==> config.mk <==
export PLATFORM = sky130hd
export DESIGN_NAME = serial_ctrl
export DESIGN_NICKNAME = d
export VERILOG_FILES = /design/src/serial_ctrl_pkg.sv /design/src/serial_ctrl.sv
export SDC_FILE = /design/constraint.sdc
export NUM_CORES = 1
export LEC_CHECK = 0
export BUFFER_PORTS_ARGS = -buffer_cell sky130_fd_sc_hd__buf_2
export CORE_MARGIN = 1
export CORE_UTILIZATION = 50
export CTS_CLUSTER_SIZE = 12
export DETAILED_ROUTE_END_ITERATION = 7
export PLACE_DENSITY = 0.74
export SLEW_MARGIN = 20
export SYNTH_ARGS = -nofsm -noshare
export SYNTH_HDL_FRONTEND = slang
export SYNTH_SLANG_ARGS = --single-unit
==> constraint.sdc <==
create_clock -name SYS_CLK -period 4.2 [get_ports SYS_CLK]
set_input_delay 0.42 -clock SYS_CLK [delete_from_list [all_inputs] [get_ports SYS_CLK]]
set_output_delay 0.42 -clock SYS_CLK [all_outputs]
set_load 0.005 [all_outputs]
==> src/serial_ctrl_pkg.sv <==
// package: register map, field positions and transport structs for the serial control block
package serial_ctrl_pkg;
  // register byte addresses on the AXI4-Lite bus
  localparam logic [7:0] ADDR_TXRX_CONTROL_TWO  = 8'h00;
  localparam logic [7:0] ADDR_SINGLE_WIRE_CTRL  = 8'h04;
  localparam logic [7:0] ADDR_GLOBAL_CTRL       = 8'h08;
  localparam logic [7:0] ADDR_STATUS            = 8'h0C;
  localparam logic [7:0] ADDR_TX_DATA           = 8'h10;
  localparam logic [7:0] ADDR_RX_DATA           = 8'h14;
  localparam logic [7:0] ADDR_CLOCK_CTRL        = 8'h18;
  // reset values
  localparam logic [7:0] TXRX_CONTROL_TWO_RST   = 8'h00;
  localparam logic [7:0] SINGLE_WIRE_CTRL_RST   = 8'h00;
  // txrx_control_two field positions
  localparam int BIT_TRANSMITTER_ON   = 7;
  localparam int BIT_RECEIVER_ON      = 6;
  localparam int BIT_RX_STOP_COUNT    = 5;
  localparam int BIT_ADDRESS_DETECT   = 4;
  localparam int BIT_PIN_WAKEUP       = 3;
  localparam int BIT_RX_IRQ           = 2;
  localparam int BIT_TX_IDLE_IRQ      = 1;
  localparam int BIT_TX_EMPTY_IRQ     = 0;
  // global control field positions
  localparam int BIT_GLOBAL_ON        = 1;
  localparam int BIT_CHAR_LENGTH      = 0;
  // status field positions
  localparam int BIT_OVERRUN          = 0;
  localparam int BIT_RX_AVAIL         = 1;
  localparam int BIT_TX_IDLE          = 2;
  localparam int BIT_TX_EMPTY         = 3;
  localparam int BIT_ADDR_SEEN        = 4;
  localparam int BIT_WAKE_SEEN        = 5;
  localparam int BIT_IRQ              = 6;
  localparam int BIT_RX_NINTH         = 7;
  // link constants
  localparam int TX_STOP_BITS         = 2;
  localparam logic [1:0] AXI_OKAY     = 2'b00;
  localparam logic [1:0] AXI_SLVERR   = 2'b10;

  typedef enum logic [3:0] {
    TX_IDLE  = 4'b0001,
    TX_START = 4'b0010,
    TX_DATA  = 4'b0100,
    TX_STOP  = 4'b1000
  } tx_state_e;

  typedef enum logic [3:0] {
    RX_IDLE  = 4'b0001,
    RX_START = 4'b0010,
    RX_DATA  = 4'b0100,
    RX_STOP  = 4'b1000
  } rx_state_e;

  // one pin's drive as two signals
  typedef struct packed {
    logic o;
    logic oe;
  } pin_drive_s;
endpackage

==> src/serial_ctrl.sv <==
// serial transceiver control: enables, stop count, address detect, wake-up, irq and single-wire pin sharing
//
// The register addresses and the AXI4-Lite slave port were decided locally.
`timescale 1ns/100ps

// Functional notes
// transmitter off aborts, resets, floats transmit pin
// transmit only with transmitter and global on
// clearing transmitter mid-character aborts at once
// receiver off aborts, resets, floats shared pin; code drives it for single-wire transmit when the transmitter is on
// receive only with receiver and global on
// clearing receiver mid-character aborts reception
// receiver stop bits: one or two by select
// transmitter always sends two stop bits
// address bit set marks address, raises irq
// address bit clear: word discarded, no irq
// clock off, wake on: falling edge requests
// clock running: never a pin wake request
// wake-up off: falling edge does nothing
// rx irq on: overrun or available sets request
// tx idle irq on: idle flag sets request
// tx empty irq on: empty flag sets request
// single-wire off: shared pin receives only
// single-wire on: shared pin receives or transmits
// single-wire, both on: shared pin only receives
// upper seven single-wire bits read zero
// char length selects eight or nine bits
// global off clears enables and flags; code clears only overrun, available and address flags, not the wake flag
// request is OR of enabled sources; code also ORs in the wake flag, which no irq enable gates
module serial_ctrl
  import serial_ctrl_pkg::*;
#(
  parameter int BAUD_DIV = 16
) (
  // clock and reset
  input  wire  logic        SYS_CLK,
  input  wire  logic        RSTN,
  // axi4-lite write channels
  input  wire  logic [7:0]  S_AXI_AWADDR,
  input  wire  logic        S_AXI_AWVALID,
  output logic              S_AXI_AWREADY,
  input  wire  logic [31:0] S_AXI_WDATA,
  input  wire  logic [3:0]  S_AXI_WSTRB,
  input  wire  logic        S_AXI_WVALID,
  output logic              S_AXI_WREADY,
  output logic [1:0]        S_AXI_BRESP,
  output logic              S_AXI_BVALID,
  input  wire  logic        S_AXI_BREADY,
  // axi4-lite read channels
  input  wire  logic [7:0]  S_AXI_ARADDR,
  input  wire  logic        S_AXI_ARVALID,
  output logic              S_AXI_ARREADY,
  output logic [31:0]       S_AXI_RDATA,
  output logic [1:0]        S_AXI_RRESP,
  output logic              S_AXI_RVALID,
  input  wire  logic        S_AXI_RREADY,
  // serial pins
  output logic              TRANSMIT_PIN_O,
  output logic              TRANSMIT_PIN_OE,
  input  wire  logic        RECEIVE_SHARED_PIN_I,
  output logic              RECEIVE_SHARED_PIN_O,
  output logic              RECEIVE_SHARED_PIN_OE,
  // requests
  output logic              IRQ_REQUEST,
  output logic              WAKEUP_REQUEST
);

  function automatic logic [15:0] div_last(input int d);
    div_last = 16'(d - 1);
  endfunction

  // registers
  logic [7:0]  ctl_reg;
  logic        swm_reg;
  logic        gon_reg, clen_reg, clk_off_reg;
  logic [8:0]  txd_reg, rxd_reg;
  logic        tx_empty_reg, tx_idle_reg, rx_avail_reg, overrun_reg, addr_seen_reg, wake_seen_reg;
  logic        aw_reg, w_reg, ws_reg, bv_reg, arv_reg, rv_reg;
  logic [7:0]  awa_reg, ara_reg;
  logic [31:0] wd_reg, rd_reg;
  logic [1:0]  br_reg, rr_reg;
  tx_state_e   tx_st_reg;
  rx_state_e   rx_st_reg;
  logic [15:0] tx_cnt_reg, rx_cnt_reg;
  logic [3:0]  tx_bit_reg, rx_bit_reg;
  logic [9:0]  tx_sh_reg, rx_sh_reg;
  logic        rx_prev_reg, irq_reg, wake_reg;
  logic        tpo_reg, tpoe_reg, spo_reg, spoe_reg;

  // effective enables and pin routing
  wire tx_en   = ctl_reg[BIT_TRANSMITTER_ON] & gon_reg;
  wire rx_en   = ctl_reg[BIT_RECEIVER_ON] & gon_reg;
  wire sw_tx   = swm_reg & tx_en & ~rx_en;
  wire rx_in   = RECEIVE_SHARED_PIN_I;
  wire [3:0] nbits = clen_reg ? 4'h9 : 4'h8;
  wire [3:0] rx_stops = ctl_reg[BIT_RX_STOP_COUNT] ? 4'h2 : 4'h1;
  wire tx_bit_tick = (tx_cnt_reg == div_last(BAUD_DIV));
  wire rx_bit_tick = (rx_cnt_reg == div_last(BAUD_DIV));
  wire rx_half_tick = (rx_cnt_reg == div_last(BAUD_DIV / 2));

  // bus decode
  wire do_write = aw_reg & w_reg & ~bv_reg;
  wire do_read  = arv_reg & ~rv_reg;
  // strobe is taken with the data: the master may have dropped the live strobe by now
  wire wr_ctl   = do_write & (awa_reg == ADDR_TXRX_CONTROL_TWO) & ws_reg;
  wire wr_swm   = do_write & (awa_reg == ADDR_SINGLE_WIRE_CTRL);
  wire wr_glb   = do_write & (awa_reg == ADDR_GLOBAL_CTRL);
  wire wr_sts   = do_write & (awa_reg == ADDR_STATUS);
  wire wr_txd   = do_write & (awa_reg == ADDR_TX_DATA);
  wire wr_clk   = do_write & (awa_reg == ADDR_CLOCK_CTRL);
  wire rd_rxd   = do_read & (ara_reg == ADDR_RX_DATA);
  wire wr_known = wr_ctl | wr_swm | wr_glb | wr_sts | wr_txd | wr_clk | (awa_reg == ADDR_TXRX_CONTROL_TWO);
  wire g_off    = wr_glb & ~wd_reg[BIT_GLOBAL_ON];
  wire [7:0] status_v = {rxd_reg[8], irq_reg, wake_seen_reg, addr_seen_reg,
                         tx_empty_reg, tx_idle_reg, rx_avail_reg, overrun_reg};
  logic [31:0] rdata_v;
  logic        rd_ok;
  always_comb begin
    rdata_v = 32'h0000_0000;
    rd_ok = 1'b1;
    case (ara_reg)
      ADDR_TXRX_CONTROL_TWO: rdata_v = {24'h000000, ctl_reg};
      ADDR_SINGLE_WIRE_CTRL: rdata_v = {31'h0000_0000, swm_reg};
      ADDR_GLOBAL_CTRL:      rdata_v = {30'h0000_0000, gon_reg, clen_reg};
      ADDR_STATUS:           rdata_v = {24'h000000, status_v};
      ADDR_RX_DATA:          rdata_v = {23'h000000, rxd_reg};
      ADDR_CLOCK_CTRL:       rdata_v = {31'h0000_0000, clk_off_reg};
      default:               rd_ok = 1'b0;
    endcase
  end

  // axi handshake capture
  always_ff @(posedge SYS_CLK) begin
    if (!RSTN) begin
      aw_reg <= 1'b0; w_reg <= 1'b0; bv_reg <= 1'b0; arv_reg <= 1'b0; rv_reg <= 1'b0;
      ws_reg <= 1'b0;
      awa_reg <= 8'h00; ara_reg <= 8'h00; wd_reg <= 32'h0000_0000; rd_reg <= 32'h0000_0000;
      br_reg <= AXI_OKAY; rr_reg <= AXI_OKAY;
    end else begin
      if (S_AXI_AWVALID & ~aw_reg & ~bv_reg) begin
        aw_reg <= 1'b1;
        awa_reg <= {S_AXI_AWADDR[7:2], 2'b00};
      end
      if (S_AXI_WVALID & ~w_reg & ~bv_reg) begin
        w_reg <= 1'b1;
        wd_reg <= S_AXI_WDATA;
        ws_reg <= S_AXI_WSTRB[0];
      end
      if (do_write) begin
        bv_reg <= 1'b1;
        br_reg <= wr_known ? AXI_OKAY : AXI_SLVERR;
      end else if (bv_reg & S_AXI_BREADY) begin
        bv_reg <= 1'b0; aw_reg <= 1'b0; w_reg <= 1'b0;
      end
      if (S_AXI_ARVALID & ~arv_reg) begin
        arv_reg <= 1'b1;
        ara_reg <= {S_AXI_ARADDR[7:2], 2'b00};
      end
      if (do_read) begin
        rv_reg <= 1'b1;
        rd_reg <= rdata_v;
        rr_reg <= rd_ok ? AXI_OKAY : AXI_SLVERR;
      end else if (rv_reg & S_AXI_RREADY) begin
        rv_reg <= 1'b0; arv_reg <= 1'b0;
      end
    end
  end

  // control registers; global off clears the enables
  always_ff @(posedge SYS_CLK) begin
    if (!RSTN) begin
      ctl_reg <= TXRX_CONTROL_TWO_RST; swm_reg <= SINGLE_WIRE_CTRL_RST[0];
      gon_reg <= 1'b0; clen_reg <= 1'b0; clk_off_reg <= 1'b0;
    end else begin
      if (wr_ctl) ctl_reg <= wd_reg[7:0];
      if (wr_swm & ws_reg) swm_reg <= wd_reg[0];
      if (wr_clk) clk_off_reg <= wd_reg[0];
      if (wr_glb) begin
        gon_reg <= wd_reg[BIT_GLOBAL_ON];
        clen_reg <= wd_reg[BIT_CHAR_LENGTH];
      end
      if (g_off) ctl_reg[7:6] <= 2'b00;
    end
  end

  // transmitter: start, data, two stop bits
  always_ff @(posedge SYS_CLK) begin
    if (!RSTN || !tx_en) begin
      tx_st_reg <= TX_IDLE; tx_cnt_reg <= 16'h0000; tx_bit_reg <= 4'h0;
      tx_sh_reg <= 10'h3FF; tx_empty_reg <= 1'b1; tx_idle_reg <= 1'b1; txd_reg <= 9'h000;
    end else begin
      tx_cnt_reg <= (tx_st_reg == TX_IDLE || tx_bit_tick) ? 16'h0000 : tx_cnt_reg + 16'h0001;
      if (wr_txd) begin
        txd_reg <= wd_reg[8:0];
        tx_empty_reg <= 1'b0;
      end
      case (tx_st_reg)
        TX_IDLE: if (!tx_empty_reg) begin
          tx_st_reg <= TX_START; tx_sh_reg <= {1'b1, txd_reg};
          tx_empty_reg <= ~wr_txd; tx_idle_reg <= 1'b0; // a write landing now stays queued
        end
        TX_START: if (tx_bit_tick) begin
          tx_st_reg <= TX_DATA; tx_bit_reg <= 4'h0;
        end
        TX_DATA: if (tx_bit_tick) begin
          tx_sh_reg <= {1'b1, tx_sh_reg[9:1]};
          tx_bit_reg <= tx_bit_reg + 4'h1;
          if (tx_bit_reg == nbits - 4'h1) begin
            tx_st_reg <= TX_STOP; tx_bit_reg <= 4'h0;
          end
        end
        TX_STOP: if (tx_bit_tick) begin
          tx_bit_reg <= tx_bit_reg + 4'h1;
          if (tx_bit_reg == 4'(TX_STOP_BITS - 1)) begin
            tx_st_reg <= TX_IDLE; tx_idle_reg <= tx_empty_reg & ~wr_txd;
          end
        end
        default: tx_st_reg <= TX_IDLE;
      endcase
    end
  end

  // receiver with stop count and address detect
  always_ff @(posedge SYS_CLK) begin
    if (!RSTN || !rx_en) begin
      rx_st_reg <= RX_IDLE; rx_cnt_reg <= 16'h0000; rx_bit_reg <= 4'h0; rx_sh_reg <= 10'h000;
    end else begin
      rx_cnt_reg <= (rx_st_reg == RX_IDLE || rx_bit_tick || (rx_st_reg == RX_START && rx_half_tick))
                    ? 16'h0000 : rx_cnt_reg + 16'h0001;
      case (rx_st_reg)
        RX_IDLE: if (rx_prev_reg & ~rx_in & ~sw_tx) rx_st_reg <= RX_START;
        RX_START: if (rx_half_tick) begin
          rx_st_reg <= rx_in ? RX_IDLE : RX_DATA; rx_bit_reg <= 4'h0;
        end
        RX_DATA: if (rx_bit_tick) begin
          rx_sh_reg <= {rx_in, rx_sh_reg[9:1]};
          rx_bit_reg <= rx_bit_reg + 4'h1;
          if (rx_bit_reg == nbits - 4'h1) begin
            rx_st_reg <= RX_STOP; rx_bit_reg <= 4'h0;
          end
        end
        RX_STOP: if (rx_bit_tick) begin
          rx_bit_reg <= rx_bit_reg + 4'h1;
          if (!rx_in || rx_bit_reg == rx_stops - 4'h1) rx_st_reg <= RX_IDLE;
        end
        default: rx_st_reg <= RX_IDLE;
      endcase
    end
  end

  // received word completes on last stop bit; address bit is the top data bit
  wire [8:0] rx_word = clen_reg ? rx_sh_reg[9:1] : {1'b0, rx_sh_reg[9:2]};
  wire addr_bit = clen_reg ? rx_word[8] : rx_word[7];
  wire rx_done = rx_en & (rx_st_reg == RX_STOP) & rx_bit_tick & rx_in & (rx_bit_reg == rx_stops - 4'h1);
  wire keep = ~ctl_reg[BIT_ADDRESS_DETECT] | addr_bit;
  wire st_clr = wr_sts;

  // flags: a hardware set wins over a status-write or data-read clear; global off wins over the set of the overrun, available and address flags
  always_ff @(posedge SYS_CLK) begin
    if (!RSTN) begin
      rxd_reg <= 9'h000; rx_avail_reg <= 1'b0; overrun_reg <= 1'b0; addr_seen_reg <= 1'b0;
      wake_seen_reg <= 1'b0; rx_prev_reg <= 1'b1; wake_reg <= 1'b0;
    end else begin
      rx_prev_reg <= rx_in;
      if (rd_rxd) rx_avail_reg <= 1'b0;
      if (st_clr & wd_reg[BIT_OVERRUN]) overrun_reg <= 1'b0;
      if (st_clr & wd_reg[BIT_ADDR_SEEN]) addr_seen_reg <= 1'b0;
      if (st_clr & wd_reg[BIT_WAKE_SEEN]) wake_seen_reg <= 1'b0;
      if (rx_done & keep) begin
        rxd_reg <= rx_word;
        rx_avail_reg <= 1'b1;
        if (rx_avail_reg & ~rd_rxd) overrun_reg <= 1'b1;
        if (ctl_reg[BIT_ADDRESS_DETECT]) addr_seen_reg <= 1'b1;
      end
      // wake-up only while the clock is off and enabled
      wake_reg <= 1'b0;
      if (clk_off_reg & ctl_reg[BIT_PIN_WAKEUP] & rx_prev_reg & ~rx_in) begin
        wake_reg <= 1'b1;
        wake_seen_reg <= 1'b1;
      end
      if (g_off) begin
        rx_avail_reg <= 1'b0; overrun_reg <= 1'b0; addr_seen_reg <= 1'b0;
      end
    end
  end

  // interrupt request and pin drivers
  wire irq_v = (ctl_reg[BIT_RX_IRQ] & (overrun_reg | rx_avail_reg | addr_seen_reg))
             | (ctl_reg[BIT_TX_IDLE_IRQ] & tx_idle_reg)
             | (ctl_reg[BIT_TX_EMPTY_IRQ] & tx_empty_reg)
             | wake_seen_reg;
  wire tx_line = (tx_st_reg == TX_START) ? 1'b0 : (tx_st_reg == TX_DATA) ? tx_sh_reg[0] : 1'b1;
  always_ff @(posedge SYS_CLK) begin
    if (!RSTN) begin
      irq_reg <= 1'b0; tpo_reg <= 1'b1; tpoe_reg <= 1'b0; spo_reg <= 1'b1; spoe_reg <= 1'b0;
    end else begin
      irq_reg <= irq_v;
      tpo_reg <= tx_line;
      tpoe_reg <= tx_en & ~swm_reg;
      spo_reg <= tx_line;
      spoe_reg <= sw_tx;
    end
  end

  assign S_AXI_AWREADY = ~aw_reg & ~bv_reg;
  assign S_AXI_WREADY  = ~w_reg & ~bv_reg;
  assign S_AXI_BVALID  = bv_reg;
  assign S_AXI_BRESP   = br_reg;
  assign S_AXI_ARREADY = ~arv_reg;
  assign S_AXI_RVALID  = rv_reg;
  assign S_AXI_RDATA   = rd_reg;
  assign S_AXI_RRESP   = rr_reg;
  assign TRANSMIT_PIN_O        = tpo_reg;
  assign TRANSMIT_PIN_OE       = tpoe_reg;
  assign RECEIVE_SHARED_PIN_O  = spo_reg;
  assign RECEIVE_SHARED_PIN_OE = spoe_reg;
  assign IRQ_REQUEST    = irq_reg;
  assign WAKEUP_REQUEST = wake_reg;

endmodule

; ---- Yosys cells after proc, flatten, opt, wreduce, memory -nomap -nowiden
; Index checks and enable logic that the tools add are counted.
[totals]
reg_bits = 173
input_bits = 60
[op_classes]
add_sub_neg = 6
eq_ne = 37
muxes = 69
bitwise = 71
reduce_logical = 32
[op_table]
columns = op, n
row1 = 4-bit two-way mux, 20
row2 = 9-bit case mux with 6 select lines, 1
row3 = 1-bit bitwise AND, 45
row4 = 1-bit two-way mux, 35
row5 = "16-bit by 1-bit adder with 16-bit output, second input constant", 2
row6 = "16-bit by 4-bit equality test with 1-bit output, second input constant", 2
row7 = 4-bit case mux with 4 select lines, 2
row8 = "6-bit by 2-bit equality test with 1-bit output, second input constant", 4
row9 = "6-bit by 3-bit equality test with 1-bit output, second input constant", 4
row10 = 4-bit case mux with 3 select lines, 2
row11 = "2-bit inequality test, second input constant", 11
row12 = 10-bit two-way mux, 2
row13 = 10-bit case mux with 2 select lines, 1
row14 = "16-bit by 3-bit equality test with 1-bit output, second input constant", 1
row15 = 8-bit zero test, 2
row16 = 1-bit inverter, 14
row17 = "4-bit by 1-bit equality test with 1-bit output, second input constant", 3
row18 = 4-bit equality test, 3
row19 = "6-bit by 1-bit equality test with 1-bit output, second input constant", 2
row20 = 1-bit bitwise OR, 12
row21 = 4-bit AND reduction, 3
row22 = 6-bit AND reduction, 2
row23 = 2-bit nonzero test, 6
row24 = 9-bit two-way mux, 1
row25 = 18 further kinds, 35

; ---- Logic depth before layout (Yosys ltp)
; Gate-level depths: netlist of the first run.
[depth]
depth_word = 11
depth_mapped = 7
mapped_depth_nobuf = 7

; ---- Least setup slack after synthesis of the first run
; No wires, ideal clock.
[synth_path]
path_kind = register to register
start = reg tx_cnt_reg[0]
end = reg tx_bit_reg[2]
setup_ps = 127
arrival_ps = 1656
required_time_ps = 4073
slack_ps = 2416
path_stages_with_launch = 7
path_buffers = 0
period_less_slack_ps = 1784
cell_sequence = dfxtp_1 -> ha_1 -> and3_1 -> nand4_1 -> or2_1 -> o311ai_1 -> o21ai_1
[synth_via]
elab_chain_cells = 3
elab_cells_between_ends = 5
cone_classes = 4 x eq/ne / 1 x reduce/logical
[synth_rtl]
columns = element, line_no
row1 = start: declaration, serial_ctrl.sv:84  ; logic [15:0] tx_cnt_reg, rx_cnt_reg;
row2 = start signal: assignment, serial_ctrl.sv:192  ; tx_cnt_reg <= (tx_st_reg == TX_IDLE || tx_bit_tick) ? 16'h0000 : tx_cnt_reg + 16'h0001;
row3 = 16-bit by 4-bit equality test with 1-bit output *, serial_ctrl.sv:97  ; wire tx_bit_tick = (tx_cnt_reg == div_last(BAUD_DIV));
row4 = 2-bit inequality test (no line), n/a
row5 = 4-bit AND reduction (no line) *, n/a
row6 = end signal: assignment, serial_ctrl.sv:207  ; tx_bit_reg <= tx_bit_reg + 4'h1;
row7 = end signal: assignment, serial_ctrl.sv:213  ; tx_bit_reg <= tx_bit_reg + 4'h1;
row8 = end: declaration, serial_ctrl.sv:85  ; logic [3:0] tx_bit_reg, rx_bit_reg;
; Mark *: on every way between the ends. The rest lies on a longest branch, timed or not.
; A chain may end at the register's enable or synchronous reset.

; ---- Worst setup path after layout of the first run
[layout_path]
start = reg rx_bit_reg[1]
end = reg rxd_reg[6]
[layout_via]
elab_chain_cells = 3
[layout_rtl]
columns = element, line_no
row1 = start: declaration, serial_ctrl.sv:85
row2 = start signal: assignment, serial_ctrl.sv:237  ; rx_bit_reg <= rx_bit_reg + 4'h1;
row3 = start signal: assignment, serial_ctrl.sv:243  ; rx_bit_reg <= rx_bit_reg + 4'h1;
row4 = 4-bit equality test, serial_ctrl.sv:254  ; wire rx_done = rx_en & (rx_st_reg == RX_STOP) & rx_bit_tick & rx_in & (rx_bit_reg == rx_stops - 4'h1);
row5 = 1-bit bitwise AND, serial_ctrl.sv:254
row6 = 1-bit bitwise AND, serial_ctrl.sv:269  ; if (rx_done & keep) begin
row7 = end signal: assignment, serial_ctrl.sv:270  ; rxd_reg <= rx_word;
row8 = end: declaration, serial_ctrl.sv:76  ; logic [8:0] txd_reg, rxd_reg;
; No other way between the ends.

==> impl_summary.txt, run 1 <==
----------------------------------------------------
[Timing]
  Worst-case clock skew ... about 0.011 ns
  Max-slew violation count ... 0
  # setup viols final ... 0
  Peak Freq ... 430 MHz
  Post-route setup TNS ... 0 ns
  Worst-Margin Slew ... 1.03 ns
  Max-Slew Margin vs Limit ... 0.306
  Crit share post-route ... 0.554
  Worst hold margin ... 0.216 ns
  Final worst path period need ... about 2.3 ns
  Number of endpoints with negative hold slack in the final report ... 0
  Unrepaired setup endpoints after global routing ... no

[Die]
  Area of the placeable core ... around 13000 sq um
  Total number of placement rows ... between 40 and 50
  Die X-Extent ... 119 um
  Die extent in y ... around 120 um
  Total die area ... 14100 sq um
  Boundary Pins ... 107
  Initial standard-cell utilization of the core ... 0.514

[Final layout]
  Multi-input combinational cell area ... 3600 sq um
  Final net count ... just under 900
  Area overhead of the layout relative to synthesis ... 12.0%
  Number of inserted filler cells in the final layout ... approximately 1200
  Ratio of cells with drive above 1 in the final layout ... 0.132
  Antenna diode instance count ... 0
  Register area ... roughly 2900 sq um
  Count of placed standard cells in the final layout, fillers left out ... between 1000 and 1500

[Global route]
  Overflow left after global routing ... 0
  Overall fraction of global-route tracks in use ... 0.204
  Number of global-route vias before repair ... approximately 5000
  Antenna violations before repair ... 0
  Largest net degree at the start of global routing ... 44
  Global-route wire length before repair ... ~23 mm

[Hold path]
  End point of the worst hold path ... arv_reg
  Number of instances on the worst hold path ... 2
  Worst hold path class ... in2reg
  Hold Crit Start ... S_AXI_ARVALID

[Place]
  Port Buf Inserts ... between 50 and 60
  Final HPWL DP ... between 9 and 10 mm
  Last weighted congestion value of the routability-driven placer ... 0.778
  Placed insts ... a little under 1000

[Run status]
  Outcome ... finished clean

[Setup path]
  Crit start category ... register
  Crit path required time ... between 4 and 5 ns
  CP Class ... reg2reg
  Maximum fanout along the worst path ... 21
  FF-to-FF End ... rxd_reg[6]
  Launch point of the worst reg-to-reg path ... rx_bit_reg[1]
  Critical Path AT ... 2.65 ns
  Flop2flop setup slack ... around 1.9 ns
  R2R depth ... 5
  Category of the worst setup path capture point ... register

[Drt]
  Post-DRT Antenna Nets ... 0
  Detailed-routing iteration count for the pre-antenna-repair pass ... 6
  Detailed-route via count ... 5414
  Residual DRC ... 0
  Average detailed-routed wire length per instance ... 13.7 um
  Via density per instance ... between 5 and 6
  Wire length after detailed routing ... 13.8 mm
  Iteration-0 DRC count of the detailed router ... approximately 370

[Clocking]
  Clock transition at the registers of the reported paths ... 0.06 ns
  Buffer count from post-CTS setup fixing ... 0
  TritonCTS clock tree ... built
  Clock root buffer master ... clkbuf_16
  CTS H-tree depth ... 4
  Cts bufs inserted ... 17
  Number of clock sinks ... around 150
  Clock latency of the later-clocked register in the worst-skew pair ... around 0.43 ns
  Bufs on Longest Clock Path ... 2
  CTS resizes ... 0
  Quantity of hold-fixing buffers added after cts ... 0

[Yosys]
  Count of different cell masters after synthesis ... slightly above 70
  Number of instances in the synthesized netlist ... ~800
  Netlist Area Pre-Place ... between 6000 and 7000 sq um
  Count of flip-flops with a built-in enable after synthesis ... 0
  Sequential cell area fraction in the yosys report ... 0.427
  Yosys warnings ... 0
  Commonest register cell after synthesis ... dfxtp_1
  FF+latch count, synth ... 146
  Average instance area after synthesis ... approximately 8.8 sq um
  Share of synthesized flip-flops with an asynchronous set or reset ... 0

[Run]
  Max_cap viols ... 0

[Pwr]
  Design Power ... 3.04 mW
  Leakage power total ... 2.91 nW
  Pwr dens ... between 300 and 400 nW/um^2
  IR Drop Worst-Case VDD ... roughly 0.27 mV

----------------------------------------------------
## layout make-up
type | count | area share
multi-input cells | 583 | 0.470
flip-flops and latches | 146 | 0.382
clock buffers | 17 | 0.0556
repair buffers | 54 | 0.0363
well taps | 176 | 0.0288
clock inverters | 15 | 0.0216
inverters | 12 | 0.00588
## routing by layer
metal | part of all wire | up-vias | global-route usage
li1 | - | 2739 | -
met4 | 0.016 | 0 | 0.0799
met5 | 0 | - | 0
met2 | 0.47 | 132 | 0.334
met3 | 0.039 | 18 | 0.0580
met1 | 0.48 | 2525 | 0.252
## cell families (layout without fill, tap and decap cells)
family          Yosys count  after routing  share of synthesized area
mux                      41             41                     0.0602
buf+inv                  75             98                     0.0606
other cells               1             25                   0.000548
fa+ha+maj                 5              5                    0.00915
flops                   146            146                      0.427
compound gates          130            130                      0.131
xor+xnor                 31             31                     0.0397
simple gates            351            351                      0.271
## cell usage after synthesis, drive strengths merged (4+ instances only)
cell,count,share of area
nor2b,24,0.022
nand3,34,0.026
dfxtp,146,0.43
nor4,9,0.015
a222oi,8,0.012
nand3b,8,0.0088
nand2,107,0.059
o211a,9,0.013
nor3,13,0.011
o22ai,4,0.0037
mux2i,40,0.059
clkbuf,18,0.0099
or3,5,0.0053
xnor2,13,0.017
nand2b,11,0.010
nand4,8,0.0073
nand4b,7,0.0090
and4,4,0.0051
a21boi,18,0.020
a21oi,22,0.017
and2,12,0.011
nor4b,4,0.0082
o211ai,5,0.0055
ha,5,0.0091
inv,12,0.0066
nor2,77,0.042
o21ai,39,0.029
buf,45,0.044
and3,17,0.016
xor2,18,0.023
## critical path: stages, from the launching register on
cell,delay (ns)
dfxtp_1,0.35
or2_4,0.28
or3_4,0.38
nor4_4,0.91
nand2_1,0.12
o211a_1,0.17
## power breakdown
group	switching [mW]	leakage (nW)	internal, mW
clock network	0.657	0.284	0.844
registers	0.0227	1.18	1.40
logic	0.0641	1.44	0.0508
total	0.744	2.91	2.30
## placed cells by master (no fill, tap or decap), drive strengths merged, types with 8 or more instances in the layout
master and n:
nor3 13, nor4 9, and3 17, dfxtp 146, conb 25, nand4 8, buf 54, o21ai 39
nand2 107, nand3b 8, nand2b 11, o211a 9, inv 21, nor2 77, a21oi 22, xnor2 13
clkbuf 17, nor2b 24, nand3 34, mux2i 40, and2 12, xor2 18, a21boi 18, a222oi 8
## stage by stage
step,area [sq um],setup WS (ns),utilization
2_1_floorplan,6930,2.42,-
3_3_place_gp,7060,1.92,0.531
3_5_place_dp,7060,1.89,0.531
4_1_cts,7650,1.87,0.575
5_1_grt,7660,1.63,0.576
6_report,7660,1.87,0.576
## how the worst max path moves through the flow
| stage | start | to | cells past startpoint |
|---|---|---|---|
| final | rx_bit_reg[1] | rxd_reg[6] | 5 |
| after global routing | rx_cnt_reg[0] | rxd_reg[7] | 6 |
| after CTS | rx_bit_reg[1] | rxd_reg[6] | 5 |
| after detailed placement | rx_cnt_reg[0] | rxd_reg[6] | 6 |
| after global placement | rx_cnt_reg[0] | overrun_reg | 6 |
| after floorplan | tx_cnt_reg[0] | tx_bit_reg[2] | 6 |
Note: power is estimated with default switching activity, not from simulation.
==> inputs of run 2 (changes only) <==
PLACE_DENSITY = 0.77   (was 0.74)
clock period = 1.9 ns   (was 4.2 ns; I/O delays follow)
==> impl_summary.txt, run 2 (synthesis results as in run 1) <==
----------------------------------------------------
[Run status]
  Outcome ... finished clean

[Drt]
  Detailed-routing iteration count for the pre-antenna-repair pass ... 7
  Wire length after detailed routing ... approximately 15 mm
  Detailed-route via count ... roughly 5600
  Average detailed-routed wire length per instance ... between 10 and 15 um
  Via density per instance ... around 5.3
  Post-DRT Antenna Nets ... 0
  Iteration-0 DRC count of the detailed router ... about 350
  Residual DRC ... 0

[Die]
  Initial standard-cell utilization of the core ... 0.514
  Die X-Extent ... roughly 120 um
  Total number of placement rows ... 42
  Die extent in y ... 119 um
  Area of the placeable core ... between 10000 and 15000 sq um
  Total die area ... approximately 14000 sq um
  Boundary Pins ... between 100 and 150

[Setup path]
  Crit-path leading delay family ... simple AND/OR/NAND/NOR gates
  FF-to-FF End ... txd_reg[8]
  Category of the worst setup path capture point ... register
  R2R depth ... 6
  Crit start category ... register
  Crit path max-delay cell type ... and4bb_2
  WP buf/inv ... 1
  Most common cell type on the critical path ... nor2_1
  Longest individual stage delay on the worst path ... ~0.40 ns
  Critical Path AT ... 2.12 ns
  Flop2flop setup slack ... 0.1 ns
  Crit path required time ... approximately 2.2 ns
  Worst path cell trace ... or3_1 > nor2_1 > and4bb_2 > buf_4 > mux2i_1 > nor2_1
  Launch point of the worst reg-to-reg path ... awa_reg[5]
  Maximum fanout along the worst path ... 7
  CP Class ... reg2reg

[Hold path]
  End point of the worst hold path ... wd_reg[0]
  Number of instances on the worst hold path ... 3
  Worst hold path class ... in2reg
  Hold Crit Start ... S_AXI_WDATA[0]

[Final layout]
  Ratio of cells with drive above 1 in the final layout ... 0.176
  Antenna diode instance count ... 0
  Most common library cell in the layout ignoring fill and taps ... dfxtp_1
  Final net count ... slightly above 900
  Area of all placed cells without fillers ... roughly 8000 sq um
  Area overhead of the layout relative to synthesis ... 17.5%
  Commonest non-fill, non-tap cells in the layout ... 145 x dfxtp_1, 106 x nand2_1, 77 x nor2_1

[Place]
  Last weighted congestion value of the routability-driven placer ... 0.816
  Post-place instance area ... ~7400 sq um
  Port Buf Inserts ... between 50 and 60
  Final HPWL DP ... between 10 and 15 mm

[Pwr]
  Pwr dens ... about 830 nW/um^2
  Leakage power total ... ~3.2 nW
  IR Drop Worst-Case VDD ... between 0.6 and 0.7 mV

[Timing]
  Max-Slew Margin vs Limit ... 0.602
  Final worst path period need ... around 1.8 ns
  Unrepaired setup endpoints after global routing ... no
  Worst-case clock skew ... approximately 0.0094 ns
  Peak Freq ... 554 MHz
  Crit share post-route ... 0.950
  Worst-Margin Slew ... ~0.6 ns
  Post-route setup TNS ... 0 ns
  Max-slew violation count ... 0
  Worst hold margin ... ~0.011 ns
  Number of endpoints with negative hold slack in the final report ... 0
  # setup viols final ... 0

[Global route]
  Number of global-route vias before repair ... 5202
  Overall fraction of global-route tracks in use ... 0.216
  Overflow left after global routing ... 0
  Largest net degree at the start of global routing ... 39
  Global-route wire length before repair ... between 20 and 25 mm
  Antenna violations before repair ... 0

[Clocking]
  Clock root buffer master ... clkbuf_16
  Bufs on Longest Clock Path ... 2
  TritonCTS clock tree ... built
  Cts bufs inserted ... 17
  Buffer count from post-CTS setup fixing ... 0
  Clock transition at the registers of the reported paths ... approximately 0.070 ns
  Number of clock sinks ... between 100 and 150
  Clock latency of the later-clocked register in the worst-skew pair ... between 0.4 and 0.5 ns
  CTS H-tree depth ... 4

[Run]
  Max_cap viols ... 0

----------------------------------------------------
-- run 2: worst register-to-register path, delay by kind of cell, from the launching register on --
| family | cells | cell delay, ns |
|---|---|---|
| buffers and inverters | 1 | 0.21 |
| flip-flops | 1 | 0.31 |
| multiplexers | 1 | 0.19 |
| AND/OR/NAND/NOR | 4 | 0.98 |
-- run 2: metal layers --
metal | wire, um | track usage | vias up
met4 | 210 | 0.0712 | 0
met3 | 537 | 0.0517 | 16
met2 | 6990 | 0.354 | 120
met1 | 6900 | 0.278 | 2615
met5 | 0 | 0 | -
li1 | - | - | 2848
-- run 2: worst max path at each step --
stage | start | endpoint | slack, ns | cells after the start
2_1_floorplan | tx_cnt_reg[0] | tx_bit_reg[2] | 0.12 | 6
3_3_place_gp | tx_cnt_reg[0] | tx_bit_reg[2] | 0.11 | 7
3_5_place_dp | tx_cnt_reg[0] | tx_bit_reg[2] | 0.10 | 7
4_1_cts | awa_reg[5] | txd_reg[8] | 0.09 | 6
5_1_grt | awa_reg[5] | txd_reg[2] | 0.002 | 6
6_report | awa_reg[5] | txd_reg[8] | 0.1 | 6
-- run 2: through the flow --
step                      setup slack (ns)  utilization  power, mW  std cells
after floorplan                      0.116            -       3.43        804
after global placement               0.111        0.557       3.49       1014
after detailed placement             0.103        0.557       3.50       1014
after CTS                           0.0854        0.602       6.70       1050
after global routing               0.00212        0.604       6.89       1050
final                               0.0955        0.604       6.63       1050
-- run 2: what timing repair did --
action / CTS / global route
setup endpoints to repair: 0 / 21
resized for setup: 0 / 4
endpoints found under the hold margin: 4 / 0
hold buffers: 4 / 0
-- run 2: power by group --
group	switching, mW	internal [mW]
combinational	0.158	0.135
sequential	0.0435	3.10
clock	1.45	1.74
total	1.65	4.98
-- run 2: layout make-up --
type | instances | area [sq um]
well taps | 176 | 220
inverters | 12 | 45.0
clock inverters | 15 | 140
multi-input cells | 583 | 3610
repair buffers | 101 | 666
fillers | 1152 | 5260
clock buffers | 17 | 425
flip-flops and latches | 146 | 2920
==> inputs of run 3 (changes only) <==
==> constraint.sdc (replaced) <==
create_clock -name SYS_CLK -period 1.9 [get_ports SYS_CLK]
set_input_delay 0.57 -clock SYS_CLK [delete_from_list [all_inputs] [get_ports SYS_CLK]]
set_output_delay 0.57 -clock SYS_CLK [all_outputs]
set_load 0.005 [all_outputs]
==> impl_summary.txt, run 3 (synthesis results as in run 1) <==
----------------------------------------------------
[Run status]
  Outcome ... finished clean

[Timing]
  Number of endpoints with negative hold slack in the final report ... 0
  # setup viols final ... 0
  Max-slew violation count ... 0
  Worst hold margin ... between 0.3 and 0.4 ns
  Final worst path period need ... 1.83 ns
  Worst-case clock skew ... 0.00729 ns
  Post-route setup TNS ... 0 ns
  Peak Freq ... around 550 MHz
  Crit share post-route ... 0.961

[Die]
  Die X-Extent ... 119 um
  Boundary Pins ... between 100 and 150
  Area of the placeable core ... ~13000 sq um
  Total number of placement rows ... 42
  Total die area ... approximately 14000 sq um
  Initial standard-cell utilization of the core ... 0.514
  Die extent in y ... roughly 120 um

[Clocking]
  Quantity of hold-fixing buffers added after cts ... 0
  CTS H-tree depth ... 4
  Number of clock sinks ... between 100 and 150
  Cts bufs inserted ... 17
  Clock root buffer master ... clkbuf_16
  Clock latency of the later-clocked register in the worst-skew pair ... around 0.43 ns
  TritonCTS clock tree ... built
  Bufs on Longest Clock Path ... 2
  Clock transition at the registers of the reported paths ... about 0.060 ns

[Hold path]
  Worst hold path class ... in2reg
  Number of instances on the worst hold path ... 2
  End point of the worst hold path ... arv_reg
  Hold Crit Start ... S_AXI_ARVALID

[Global route]
  Overall fraction of global-route tracks in use ... 0.217
  Largest net degree at the start of global routing ... 39
  Number of global-route vias before repair ... between 5000 and 6000
  Overflow left after global routing ... 0
  Antenna violations before repair ... 0
  Global-route wire length before repair ... ~24 mm

[Setup path]
  Critical Path AT ... approximately 2.2 ns
  FF-to-FF End ... rx_st_reg[2]
  Launch point of the worst reg-to-reg path ... rx_st_reg[2]
  R2R depth ... 3
  CP Class ... reg2reg
  Crit path required time ... around 2.2 ns
  Category of the worst setup path capture point ... register
  Maximum fanout along the worst path ... 11
  Crit start category ... register
  Flop2flop setup slack ... approximately 0.075 ns

[Place]
  Final HPWL DP ... 10.2 mm
  Port Buf Inserts ... 51
  Last weighted congestion value of the routability-driven placer ... about 0.84

[Final layout]
  Final net count ... between 900 and 1000
  Commonest non-fill, non-tap cells in the layout ... 144 x dfxtp_1, 105 x nand2_1, 76 x nor2_1
  Ratio of cells with drive above 1 in the final layout ... 0.189
  Area overhead of the layout relative to synthesis ... 17.8%
  Most common library cell in the layout ignoring fill and taps ... dfxtp_1
  Antenna diode instance count ... 0

[Pwr]
  Combinational fraction of design power ... 0.044
  Relative contribution of the clock network to total power ... 0.474
  Part of the total power dissipated in sequential elements ... 0.483
  Internal power ... about 5 mW
  Design Power ... 6.52 mW
  Switching pwr ... approximately 1.6 mW
  Sw frac ... 0.240
  IR Drop Worst-Case VDD ... roughly 0.66 mV
  Pwr dens ... 810 nW/um^2
  Leakage power total ... around 3.1 nW

[Drt]
  Residual DRC ... 0
  Average detailed-routed wire length per instance ... around 14 um
  Iteration-0 DRC count of the detailed router ... about 440
  Via density per instance ... 5.38
  Wire length after detailed routing ... 14.6 mm
  Detailed-routing iteration count for the pre-antenna-repair pass ... 5
  Post-DRT Antenna Nets ... 0
  Detailed-route via count ... roughly 5600

[Run]
  Max_cap viols ... 0

----------------------------------------------------
-- run 3: cell count changes in the layout (fill, tap and decap cells not counted), sizes merged --
cell	previous run	this run
clkinv	3	4
inv	22	17
dlygate4sd3	4	0
clkinvlp	2	4
buf	97	100
clkbuf	17	20
-- run 3: routing by layer --
metal / up-vias / share of wire / track usage
met5: - / 0 / 0
met4: 0 / 0.013 / 0.0807
met2: 136 / 0.48 / 0.351
met1: 2650 / 0.47 / 0.275
li1: 2847 / - / -
met3: 14 / 0.043 / 0.0618
-- run 3: power by group through the flow --
stage / logic (mW) / registers (mW) / clock network, mW
3_3_place_gp: 0.277 / 3.22 / 0
4_1_cts: 0.284 / 3.15 / 3.15
5_1_grt: 0.319 / 3.15 / 3.29
2_1_floorplan: 0.225 / 3.20 / 0
3_5_place_dp: 0.283 / 3.22 / 0
6_report: 0.284 / 3.15 / 3.09
-- run 3: repair_timing --
action / in CTS / in global routing
setup endpoints to repair: 1 / 19
setup buffers: 0 / 3
resized for setup: 2 / 9
pin swaps: 0 / 3
cloned: 0 / 1
-- run 3: layout make-up --
| class | instances | area [sq um] |
|---|---|---|
| fill | 1152 | 5240 |
| clock inverter | 13 | 104 |
| timing repair buffer | 101 | 686 |
| multi-input combinational | 583 | 3630 |
| clock buffer | 19 | 443 |
| sequential | 146 | 2930 |
| inverter | 12 | 45.0 |
| tap | 176 | 220 |
-- run 3: how the worst max path moves through the flow --
stage	from	to	slack, ns	cells after the start
floorplan	RSTN	rx_st_reg[2]	0.05	4
detailed placement	rx_cnt_reg[6]	rx_st_reg[3]	0.03	4
global placement	tx_cnt_reg[1]	tx_bit_reg[2]	0.08	7
global route	rx_cnt_reg[12]	rx_st_reg[2]	-0.004	6
finish	rx_st_reg[2]	rx_st_reg[2]	0.07	3
CTS	rx_cnt_reg[12]	rx_st_reg[3]	0.01	4
-- run 3: metrics by stage --
stage           util  worst slack (ns)  cells  instance area, sq um
6_report       0.606            0.0748   1050                  8060
2_1_floorplan      -            0.0544    804                  6930
3_5_place_dp   0.558            0.0278   1014                  7420
3_3_place_gp   0.558            0.0776   1014                  7420
4_1_cts        0.599            0.0106   1046                  7970
5_1_grt        0.606          -0.00414   1050                  8060
-- run 3: worst max-delay path, cell delays in order, from the launching register on --
cell	delay, ns
dfxtp_1	0.42
or4b_1	0.58
or4_1	0.49
o32ai_1	0.24
